--- src/nvc_pkg.sv ---
// package for the byte-wide non-volatile array access controller
// assumes one system clock and a synchronous active-low reset
package nvc_pkg;
  // register locations (control register sits in bank 1)
  localparam logic [7:0] NVC_CTRL_OFFSET  = 8'h40;
  localparam logic [1:0] NVC_CTRL_BANK    = 2'h1;
  localparam logic [1:0] NVC_DATA_BANK    = 2'h0;
  localparam logic [7:0] NVC_ADDR_OFFSET  = 8'h01;
  localparam logic [7:0] NVC_DATA_OFFSET  = 8'h02;
  // control field positions
  localparam int NVC_WRITE_ENABLE_BIT = 3;
  localparam int NVC_WR_BIT   = 2;
  localparam int NVC_READ_ENABLE_BIT = 1;
  localparam int NVC_RD_BIT   = 0;
  // reset values
  localparam logic [3:0] NVC_CTRL_RESET = 4'h0;
  localparam logic [1:0] NVC_BANK_RESET = 2'h0;
  localparam logic [7:0] NVC_ADDR_RESET = 8'h00;
  localparam logic [7:0] NVC_DATA_RESET = 8'h00;
  // timing: program cycle length and read latency
  localparam int NVC_CLK_MHZ        = 25;
  localparam int NVC_WRITE_TIME_US  = 4000;
  localparam int NVC_WRITE_CYCLES   = NVC_WRITE_TIME_US * NVC_CLK_MHZ;
  localparam int NVC_READ_CYCLES    = 2;

  // one register access from the core
  typedef struct packed {
    logic       wr;
    logic       rd;
    logic [1:0] bank;
    logic [7:0] addr;
    logic [7:0] wdata;
  } nvc_bus_type;
endpackage

--- src/nvc_ctrl.sv ---
// byte access controller for the internal non-volatile data array
// assumes single-cycle register strobes from the core on clk_in
//
// Functional notes
// [RL1] array is 256 or 128 bytes from address zero, not memory mapped
// [RL2] each access moves one byte via address, data and control registers
// [RL3] software reaches control register through pointer 40H and bank 01H
// [RL4] small variant keeps address bits 6..0 only, bit 7 reads zero
// [RL5] control bits: write enable 3, write start 2, read enable 1, read start 0
// [RL6] write enable low refuses all programming
// [RL7] read enable low refuses all reads
// [RL8] write start launches program cycle, hardware clears it at end
// [RL9] write start ignored unless write enable already set
// [RL10] read start launches read cycle, hardware clears it at end
// [RL11] read start ignored unless read enable already set
// [RL12] software never sets both starts or all four bits together
// [RL13] data register holds read byte until next read or write
// [RL14] software loads address and data, then enable, then start
// [RL15] software masks global interrupts around write start
// [RL16] program duration set by an internal timer, seen only via flags
// [RL17] write enable cleared at power-on
// [RL18] bank select resets to zero at power-on
// [RL19] program end sets completion flag and shared request flag
// [RL20] vector request needs global, completion, shared enables, stack not full
// [RL21] servicing clears shared flag only; software clears completion flag
// [RL22] start requests ignored while a program cycle runs
`timescale 1ns/1ps
module nvc_ctrl #(
  parameter int DEPTH         = 256,
  parameter int WRITE_CYCLES  = nvc_pkg::NVC_WRITE_CYCLES
) (
  // clock and reset
  input  wire logic                 clk_in,
  input  wire logic                 rst_n_in,
  // core register port
  input  wire nvc_pkg::nvc_bus_type bus_in,
  input  wire logic                 bank_wr_in,
  input  wire logic [1:0]           bank_wdata_in,
  output logic [7:0]                rdata_out,
  output logic [1:0]                bank_select_out,
  // interrupt side
  input  wire logic                 global_irq_enable_in,
  input  wire logic                 nv_done_irq_enable_in,
  input  wire logic                 mf_irq_enable_in,
  input  wire logic                 stack_full_in,
  input  wire logic                 irq_service_in,
  input  wire logic                 done_flag_clr_in,
  output logic                      nv_done_irq_flag_out,
  output logic                      mf_irq_flag_out,
  output logic                      irq_vector_req_out
);
  // address width and mask follow the array depth [RL4]
  localparam int AW = (DEPTH > 128) ? 8 : 7;
  localparam logic [7:0] AMASK = (DEPTH > 128) ? 8'hff : 8'h7f;
  localparam logic [23:0] WR_LAST = 24'(WRITE_CYCLES - 1);
  localparam logic [23:0] RD_LAST = 24'(nvc_pkg::NVC_READ_CYCLES - 1);

  // timing seen from the core, in clk_in cycles:
  //   a register write lands on the edge that samples bus_in.wr
  //   read data appears on rdata_out one cycle after the address
  //   a start bit launches its cycle on the edge after it sets
  //   read start clears NVC_READ_CYCLES + 1 cycles after it sets
  //   write start clears WRITE_CYCLES + 1 cycles after it sets
  //   the counter stands in for the array's free-running program timer;
  //   an asynchronous timer would need its done pulse synchronised first

  typedef enum logic [1:0] {NVC_IDLE, NVC_READ, NVC_PROG} nvc_state_type;

  // storage: array plus the two bank 0 registers
  logic [7:0]    mem_q [DEPTH];            // not in cpu address space [RL1]
  logic [7:0]    cell_address_q;
  logic [7:0]    cell_data_q;

  // control register bits and bank select
  logic          write_enable_q;
  logic          write_start_q;
  logic          read_enable_q;
  logic          read_start_q;
  logic [1:0]    bank_q;

  // cycle sequencer
  nvc_state_type state_q;
  logic [23:0]   count_q;
  logic          prog_end;
  logic          read_end;

  // interrupt side
  logic          done_q;
  logic          mf_q;
  logic          vec_q;

  // register decode and write strobes
  logic          ctrl_sel;
  logic          addr_sel;
  logic          data_sel;
  logic          ctrl_wr;
  logic          addr_wr;
  logic          data_wr;
  logic          busy;
  logic [7:0]    wd;
  logic [7:0]    rdata_d;

  // one register hit: offset and bank must both match
  function automatic logic hit(input logic [7:0] a, input logic [7:0] off,
                               input logic [1:0] b, input logic [1:0] want);
    hit = (a == off) && (b == want);
  endfunction

  // control register image; the upper nibble is not implemented
  function automatic logic [7:0] ctrl_view(input logic we, input logic ws,
                                           input logic re, input logic rs);
    ctrl_view = {4'h0, we, ws, re, rs};
  endfunction

  // decode: control register only in bank 1 at offset 40h, so a
  // bank select left at zero keeps stray writes away from it [RL3]
  assign wd       = bus_in.wdata;
  assign ctrl_sel = hit(bus_in.addr, nvc_pkg::NVC_CTRL_OFFSET, bank_q, nvc_pkg::NVC_CTRL_BANK);
  assign addr_sel = hit(bus_in.addr, nvc_pkg::NVC_ADDR_OFFSET, bank_q, nvc_pkg::NVC_DATA_BANK);
  assign data_sel = hit(bus_in.addr, nvc_pkg::NVC_DATA_OFFSET, bank_q, nvc_pkg::NVC_DATA_BANK);

  // write strobes; busy covers a pending start as well as a running cycle
  assign ctrl_wr  = bus_in.wr && ctrl_sel;
  assign addr_wr  = bus_in.wr && addr_sel;
  assign data_wr  = bus_in.wr && data_sel;
  assign busy     = state_q != NVC_IDLE || write_start_q || read_start_q; // [RL22]
  assign prog_end = state_q == NVC_PROG && count_q == WR_LAST;
  assign read_end = state_q == NVC_READ && count_q == RD_LAST;

  // bank select, zero after reset keeps control register hidden
  always_ff @(posedge clk_in)
  begin
    if (!rst_n_in)
      bank_q <= nvc_pkg::NVC_BANK_RESET; // [RL18]
    else if (bank_wr_in)
      bank_q <= bank_wdata_in;
  end

  // address register; top bit dropped on the small array so it
  // reads back as zero there
  always_ff @(posedge clk_in)
  begin
    if (!rst_n_in)
      cell_address_q <= nvc_pkg::NVC_ADDR_RESET;
    else if (addr_wr)
      cell_address_q <= wd & AMASK; // [RL4]
  end

  // write enable: freely writable, cleared at power-on so nothing can be
  // programmed until software asks for it
  always_ff @(posedge clk_in)
  begin
    if (!rst_n_in)
      write_enable_q <= nvc_pkg::NVC_CTRL_RESET[nvc_pkg::NVC_WRITE_ENABLE_BIT]; // [RL17] [RL5]
    else if (ctrl_wr)
      write_enable_q <= wd[nvc_pkg::NVC_WRITE_ENABLE_BIT];
  end

  // read enable: freely writable
  always_ff @(posedge clk_in)
  begin
    if (!rst_n_in)
      read_enable_q <= nvc_pkg::NVC_CTRL_RESET[nvc_pkg::NVC_READ_ENABLE_BIT];
    else if (ctrl_wr)
      read_enable_q <= wd[nvc_pkg::NVC_READ_ENABLE_BIT];
  end

  // write start: needs write enable from an earlier write; a busy array
  // ignores it, and a start whose enable dropped before launch lapses
  always_ff @(posedge clk_in)
  begin
    if (!rst_n_in)
      write_start_q <= nvc_pkg::NVC_CTRL_RESET[nvc_pkg::NVC_WR_BIT];
    else if (prog_end)
      write_start_q <= 1'b0; // [RL8]
    else if (write_start_q && state_q == NVC_IDLE && !write_enable_q)
      write_start_q <= 1'b0; // [RL6]
    else if (ctrl_wr && !busy)
      write_start_q <= wd[nvc_pkg::NVC_WR_BIT] && write_enable_q; // [RL9] [RL6] [RL22]
  end

  // read start: same gating as write start, so it cannot stick high
  // when its enable is withdrawn before the sequencer picks it up
  always_ff @(posedge clk_in)
  begin
    if (!rst_n_in)
      read_start_q <= nvc_pkg::NVC_CTRL_RESET[nvc_pkg::NVC_RD_BIT];
    else if (read_end)
      read_start_q <= 1'b0; // [RL10]
    else if (read_start_q && state_q == NVC_IDLE && !read_enable_q)
      read_start_q <= 1'b0; // [RL7]
    else if (ctrl_wr && !busy)
      read_start_q <= wd[nvc_pkg::NVC_RD_BIT] && read_enable_q; // [RL11] [RL7] [RL22]
  end

  // cycle sequencer; the program timer stands in for the array's own timer,
  // a pending write is served before a pending read
  always_ff @(posedge clk_in)
  begin
    if (!rst_n_in)
    begin
      state_q <= NVC_IDLE;
      count_q <= 24'h000000;
    end
    else
    begin
      case (state_q)
        NVC_IDLE:
        begin
          count_q <= 24'h000000;
          if (write_start_q && write_enable_q)
            state_q <= NVC_PROG;
          else if (read_start_q && read_enable_q)
            state_q <= NVC_READ;
        end
        NVC_READ:
        begin
          count_q <= count_q + 24'h000001;
          if (read_end)
            state_q <= NVC_IDLE;
        end
        NVC_PROG:
        begin
          count_q <= count_q + 24'h000001; // [RL16]
          if (prog_end)
            state_q <= NVC_IDLE;
        end
        default:
          state_q <= NVC_IDLE;
      endcase
    end
  end

  // array write at the end of the program cycle, one byte [RL2];
  // no reset on the array, its contents survive a warm reset
  always_ff @(posedge clk_in)
  begin
    if (prog_end)
      mem_q[cell_address_q[AW-1:0]] <= cell_data_q;
  end

  // data register: loaded by software or by a finished read; software
  // writes are dropped while a program cycle is pending or running [RL13]
  always_ff @(posedge clk_in)
  begin
    if (!rst_n_in)
      cell_data_q <= nvc_pkg::NVC_DATA_RESET;
    else if (read_end)
      cell_data_q <= mem_q[cell_address_q[AW-1:0]];
    else if (data_wr && !write_start_q)
      cell_data_q <= wd; // [RL22]
  end

  // completion flag: only software clears it, and a set wins over a
  // clear in the same cycle so no completion is ever lost
  always_ff @(posedge clk_in)
  begin
    if (!rst_n_in)
      done_q <= 1'b0;
    else
      done_q <= prog_end | (done_q & ~done_flag_clr_in); // [RL19] [RL21]
  end

  // shared request flag: set beside the completion flag, cleared by service
  always_ff @(posedge clk_in)
  begin
    if (!rst_n_in)
      mf_q <= 1'b0;
    else
      mf_q <= prog_end | (mf_q & ~irq_service_in); // [RL19] [RL21]
  end

  // vector request: all three enables and room on the stack; dropped
  // while the request is serviced so one completion vectors only once
  always_ff @(posedge clk_in)
  begin
    if (!rst_n_in)
      vec_q <= 1'b0;
    else
      vec_q <= (prog_end | mf_q) & global_irq_enable_in & nv_done_irq_enable_in
               & mf_irq_enable_in & ~stack_full_in & ~irq_service_in; // [RL20]
  end

  // read mux; reserved nibble and unmapped offsets give zero
  always_comb
  begin
    rdata_d = 8'h00;
    if (ctrl_sel)
      rdata_d = ctrl_view(write_enable_q, write_start_q, read_enable_q, read_start_q); // [RL5]
    else if (addr_sel)
      rdata_d = cell_address_q; // [RL4]
    else if (data_sel)
      rdata_d = cell_data_q; // [RL13]
  end

  // registered read data keeps the port free of decode glitches
  always_ff @(posedge clk_in)
  begin
    if (!rst_n_in)
      rdata_out <= 8'h00;
    else
      rdata_out <= rdata_d;
  end

  // remaining outputs are plain copies of their flip-flops
  assign bank_select_out      = bank_q;
  assign nv_done_irq_flag_out = done_q;
  assign mf_irq_flag_out      = mf_q;
  assign irq_vector_req_out   = vec_q;
endmodule

--- config.mk ---
export PLATFORM = sky130hd
export DESIGN_NAME = nvc_ctrl
export DESIGN_NICKNAME = d
export VERILOG_FILES = /design/src/nvc_pkg.sv /design/src/nvc_ctrl.sv
export SDC_FILE = /design/constraint.sdc
export NUM_CORES = 2
export LEC_CHECK = 0
export BUFFER_PORTS_ARGS = -buffer_cell sky130_fd_sc_hd__buf_2
export CAP_MARGIN = 40
export CORE_ASPECT_RATIO = 0.6
export CORE_MARGIN = 1.5
export CORE_UTILIZATION = 65
export CTS_BUF_LIST = sky130_fd_sc_hd__clkbuf_8
export DETAILED_ROUTE_END_ITERATION = 8
export GPL_TIMING_DRIVEN = 1
export PLACE_DENSITY = 0.8
export SETUP_SLACK_MARGIN = 0.05
export SYNTH_ARGS = -nofsm -noshare
export SYNTH_HDL_FRONTEND = slang
export SYNTH_SLANG_ARGS = --single-unit
--- constraint.sdc ---
create_clock -name clk_in -period 6.1 [get_ports clk_in]
set_clock_uncertainty 0.1 [all_clocks]
set_input_delay 0.61 -clock clk_in [delete_from_list [all_inputs] [get_ports clk_in]]
set_output_delay 0.61 -clock clk_in [all_outputs]
set_load 0.05 [all_outputs]
Word level (Yosys, flattened, before mapping)
Memories as Yosys holds them, arrays and structs flattened. A register that Yosys moved wholly into a read port is not among the register bits.
Index checks and enable logic that the tools add are counted.
Storage, ports and cells
  flip-flop bits (word level): 59
  memory bits (writable): 2048
  input bits: 31
  output and inout port bits: 13
  logic and storage cells: 90
  memories kept: 1
Operators by class
  $add $sub $neg: 1
  equal/unequal tests: 11
  mux-type cells: 15
  bitwise logic cells: 14
  reductions and logical operators: 34
Memory list
  mem_q: words 256, bits a word 8, read ports 1, clocked after memory_dff 1, wr ports 1, line nvc_ctrl.sv:70  | logic [7:0] mem_q [DEPTH];
Operators with widths (count)
  $mux 8: 6
  $pmux 24 s2: 1
  $add 24x1->24 const B: 1
  $eq 24x1->1 const B: 1
  $eq 24x17->1 const B: 1
  $logic_and 1x1->1: 18
  $eq 8x1->1 const B: 1
  $eq 8x2->1 const B: 1
  $eq 8x7->1 const B: 1
  $mux 2: 4
  $and 1x1->1: 7
  $pmux 2 s3: 1
  $reduce_bool 2->1: 3
  $reduce_or 3->1: 2
  $eq 2x1->1 const B: 2
  $logic_not 1->1: 4
  $logic_not 2->1: 2
  $mux 4: 1
  $ne 2x2->1 const B: 2
  $not 1->1: 4
  $reduce_or 2->1: 2
  $ne 3x1->1 const B: 1
  $or 1x1->1: 3
  $reduce_and 3->1: 1
  3 further kinds: 5

Longest topological paths before layout
  depth in word-level cells: 8
  gate-level depth with buffers: 13

Worst setup path before layout
Ideal clock, no wire load.
  kind: register -> register
  start: register cell_data_q[5]
  end: memory mem_q[0][5], data pin
  library setup time: 0.859 ns
  data arrival time: 3.413 ns
  required time: 5.141 ns
  setup slack: 1.728 ns
  stages on the path, launching flop included: 1
  period minus slack after synthesis: 4.372 ns
  cell sequence: dfxtp_1
RTL lines
  start, declared: line nvc_ctrl.sv:72  | logic [7:0] cell_data_q;
  start signal, assigned: line nvc_ctrl.sv:247  | cell_data_q <= nvc_pkg::NVC_DATA_RESET;
  start signal, assigned: line nvc_ctrl.sv:249  | cell_data_q <= mem_q[cell_address_q[AW-1:0]];
  start signal, assigned: line nvc_ctrl.sv:251  | cell_data_q <= wd;
  end, declared: line nvc_ctrl.sv:70
Straight into the memory's write port.

Worst setup path in the final report
  start: register count_q[19]
  end: memory mem_q[196][0], enable pin
On the way
  cells in the longest elaborated chain, start to end: 4
RTL lines
  start, declared: line nvc_ctrl.sv:83  | logic [23:0] count_q;
  start signal, assigned: line nvc_ctrl.sv:218  | count_q <= count_q + 24'h000001;
  start signal, assigned: line nvc_ctrl.sv:224  | count_q <= count_q + 24'h000001;
  $eq 24x17->1: line nvc_ctrl.sv:127  | assign prog_end = state_q == NVC_PROG && count_q == WR_LAST;
  $logic_and 1x1->1: line nvc_ctrl.sv:127
  $mux 1: line nvc_ctrl.sv:238  | if (prog_end)
  $mux 1 (implied by the code): line nvc_ctrl.sv:239  | mem_q[cell_address_q[AW-1:0]] <= cell_data_q;
Every way passes these cells.

==> impl_metrics.py <==
metrics = {
    "outcome": {
        "outcome": "finished, final reports clean",
    },
    "power_and_ir_drop": {
        "max-vdd-ir-drop_mv": 0.252,
        "cellPowerDensity_nw_per_um2": 287,
        "p_leak_nw": 32.8,
    },
    "route": {
        "drc": 0,
        "first_iter_violations": 7764,
        "vias": 44300,
        "totalWireLength_um": 212000,
        "routedWlPerCell_um": 33.7,
        "drtAntennaViolNets": 0,
        "drtPass1Iterations": 9,
        "viasPerCell": 7.04,
    },
    "worst_setup_path": {
        "worstPathRequired_ns": 6.59,
        "cp_common_cell": "nor4_1",
        "worstPathArrival_ns": 5.11,
        "worst-r2r-setup-slack_ns": 1.49,
        "timing.rr.end": "mem_q[196][0]$_DFFE_PP_",
        "worst_r2r_startpoint": "count_q[19]$_SDFFE_PN0P_",
        "worst-path-max-fanout": 16,
        "crit_chain": "nor4_1 -> nand4_1 -> nor4_1 -> nand2_1 -> buf_4 -> nor3_2 -> nand3_1 -> nor2_1",
        "r2r_cells": 8,
        "crit_slowest_cell": "nor2_1",
        "startpoint_type": "register",
        "critPathCaptureType": "register",
        "worstSetupPathType": "reg -> reg",
        "max_stage_delay_ns": 0.97,
    },
    "place": {
        "numPortBuffers": 40,
        "dpl-instance-area_sq_um": 84900,
        "gp_congestion": 0.934,
        "dp.final_hpwl_um": 129000,
    },
    "die": {
        "die-area_sq_um": 130000,
        "start_util_pct": 65.5,
        "placeableCoreArea_sq_um": 126000,
        "io_pins": 44,
        "die_y_um": 279,
        "fp.dieW_um": 464,
        "row_count": 101,
    },
    "worst_hold_path": {
        "hold_path_end": "write_start_q$_SDFFE_PP0P_",
        "hold_start": "rst_n_in",
        "min_path_cells": 3,
        "hp-class": "in -> reg",
    },
    "clock_tree": {
        "cts_root_buf": "clkbuf_8",
        "cts_buffers": 302,
        "cts_tree": "built",
        "clkTransAtPathRegs_ns": 0.07,
        "cts.path.max_buffers": 4,
        "htreeDepth": 5,
        "cts.sinks": 2115,
        "clk_latency_ns": 1.01,
    },
    "global_route": {
        "antenna_found_initial": 13,
        "grt_pass1_vias": 43300,
        "grt_pass1_wl_um": 304000,
        "gr-usage-all-layers_pct": 33.1,
        "overflow": 0,
        "grt_max_degree": 190,
    },
    "logic_synthesis": {
        "yosys_warnings": 0,
        "netlist_top_cells_area": "edfxtp_1 (74%), mux4_2 (13%), mux2i_1 (2.0%), dfxtp_1 (1.6%), nor2_1 (1.6%)",
        "avgSynthCellArea_sq_um": 20.0,
        "async_reset_ff_share_pct": 0,
        "syn_area_sq_um": 82800,
        "synth_nets": 4182,
        "ys_seq_elements": 2115,
        "postSynthCellCount": 4145,
        "synth_cell_types": 76,
        "synth_flop_cell": "edfxtp_1",
        "seq_area_frac_synth_pct": 75.9,
        "synth-edff-count": 2048,
        "yosys.area.top_type": "edfxtp_1",
        "yosys.area.top_type_share_pct": 74.3,
    },
    "sta": {
        "setup_tns_ns": 0,
        "relSlewSlack_pct": 23.7,
        "worst_pin_slew_ns": 1.14,
        "hold_viol_final": 0,
        "rsz0062_at_grt": "false",
        "fin_crit_sh_pct": 75.6,
        "max_freq_ghz": 0.217,
        "finalCriticalPeriod_ns": 4.61,
        "maxSlewViolCount": 0,
        "setup_violations": 0,
    },
    "cells_and_area": {
        "final_area_sq_um": 90300,
        "drive_gt1_share_pct": 22.6,
        "syn2layout_area_growth_pct": 9.09,
        "nets": 4421,
    },
    "job": {
        "drv_cap": 0,
    },
}
-- critical path, delay by kind of cell (launching register included) --
family | cells | cell delay (ns)
simple gates | 7 | 3.55
flops | 1 | 0.35
buf+inv | 1 | 0.22
-- cells in the mapped netlist (7+ instances only) --
cell type / n
nor2_1: 342
o22ai_1: 47
edfxtp_1: 2048
buf_2: 65
buf_6: 41
nand2_1: 207
nor2b_1: 28
a22oi_1: 21
and3_1: 25
xnor2_1: 8
inv_1: 12
a2111oi_0: 13
mux2_2: 19
clkbuf_1: 83
a221oi_1: 7
buf_1: 12
a31oi_1: 22
nor3_1: 29
o221ai_1: 31
a211oi_1: 16
buf_4: 24
buf_8: 8
mux2i_1: 162
xor2_1: 13
mux4_2: 472
a311oi_1: 10
a21boi_0: 9
nand3_1: 64
a21oi_1: 48
o211ai_1: 7
nor4_1: 15
nand2b_1: 12
dfxtp_1: 67
and2_1: 13
o21ai_0: 37
o21ai_1: 9
-- report_power, final --
| group | leakage [nW] | internal (W) | switching, W |
|---|---|---|---|
| Combinational | 5.47 | 0.0000228 | 0.0000359 |
| Clock | 3.03 | 0.00496 | 0.00526 |
| Sequential | 24.3 | 0.0157 | 0.00000222 |
| Total | 32.8 | 0.0207 | 0.00530 |
-- cells by family (layout without fill, tap and decap cells) --
family | count (synthesis) | after routing | share of synthesized area, %
compound gates | 327 | 327 | 2.75
xor+xnor | 21 | 21 | 0.222
fa+ha+maj | 6 | 6 | 0.0907
buf+inv | 256 | 698 | 1.97
flops | 2115 | 2115 | 75.9
mux | 653 | 653 | 15.1
other cells | 0 | 15 | 0
simple gates | 767 | 767 | 4.04
-- per-layer routing --
metal  vias up  wire [um]  GRT usage, %
met5         -        173             0
met4         8       7000          10.8
met3       546      36100          14.4
met2      3834      90800          45.4
met1     22500      78100          48.3
li1      17500          -             -
-- final cells by class --
class,count,area (sq um)
diodes,15,37.5
fillers,7096,36200
well taps,1699,2130
repair buffers,174,1570
flip-flops and latches,2115,62900
multi-input cells,1774,18400
clock inverters,190,881
clock buffers,317,4360
inverters,17,68.8
-- repair_timing --
action                                  4_1_cts  5_1_grt
resized for setup                             0        0
endpoints found under the setup margin        0        0
buffers inserted                              0        0
hold buffers                                 17        0
hold endpoints to repair                     26        0
-- through the flow --
stage | util [%] | hold WS, ns | instances | setup slack [ns] | total power, W
after floorplan | - | 0.376 | 4145 | 1.73 | 0.0160
after global placement | 66.9 | 0.350 | 5743 | 1.93 | 0.0160
after detailed placement | 67.1 | 0.354 | 5759 | 1.83 | 0.0160
after CTS | 71.4 | 0.0124 | 6283 | 1.80 | 0.0260
after global routing | 71.4 | 0.0893 | 6288 | 1.44 | 0.0266
final | 71.4 | 0.0871 | 6301 | 1.49 | 0.0260
-- flip-flops by register name (all words and copies together), names as in the netlist, named ones only --
signal,cells
write_start_q,1
state_q,2
nv_done_irq_flag_out,1
read_enable_q,1
irq_vector_req_out,1
mf_irq_flag_out,1
rdata_out,8
cell_data_q,8
cell_address_q,8
bank_select_out,2
count_q,24
read_start_q,1
write_enable_q,1
mem_q,2048
-- worst max path at each step --
stage                     depth (start not counted)                         from  slack, ns                       to
after global placement                            8     count_q[19]$_SDFFE_PN0P_       1.93  mem_q[225][7]$_DFFE_PP_
after detailed placement                          8     count_q[19]$_SDFFE_PN0P_       1.83  mem_q[233][1]$_DFFE_PP_
after global routing                              8     count_q[19]$_SDFFE_PN0P_       1.44  mem_q[196][0]$_DFFE_PP_
final                                             8     count_q[19]$_SDFFE_PN0P_       1.49  mem_q[196][0]$_DFFE_PP_
after floorplan                                   0  cell_data_q[5]$_SDFFE_PN0P_       1.73    mem_q[0][5]$_DFFE_PP_
after CTS                                         8     count_q[19]$_SDFFE_PN0P_       1.80  mem_q[233][2]$_DFFE_PP_
-- layout by cell type, fill, tap and decap left out, drive strengths merged, types with 5 or more instances in the layout --
master,netlist,final
edfxtp,2048,2048
mux4,472,472
nor2,342,342
clkbuf,83,317
nand2,207,207
mux2i,162,162
buf,156,156
inv,16,102
clkinv,1,99
dfxtp,67,67
nand3,64,64
a21oi,48,48
o22ai,47,47
o21ai,46,46
o221ai,31,31
nor3,29,29
nor2b,28,28
and3,25,25
a31oi,22,22
a22oi,21,21
mux2,19,19
dlygate4sd3,0,17
a211oi,16,16
diode,0,15
nor4,15,15
and2,15,15
xor2,13,13
a2111oi,13,13
nand2b,12,12
a311oi,10,10
a21boi,9,9
xnor2,8,8
a221oi,7,7
o211ai,7,7
nand4,6,6
o31ai,6,6
ha,6,6
or3,5,5
(Power assumes the default switching activity.)
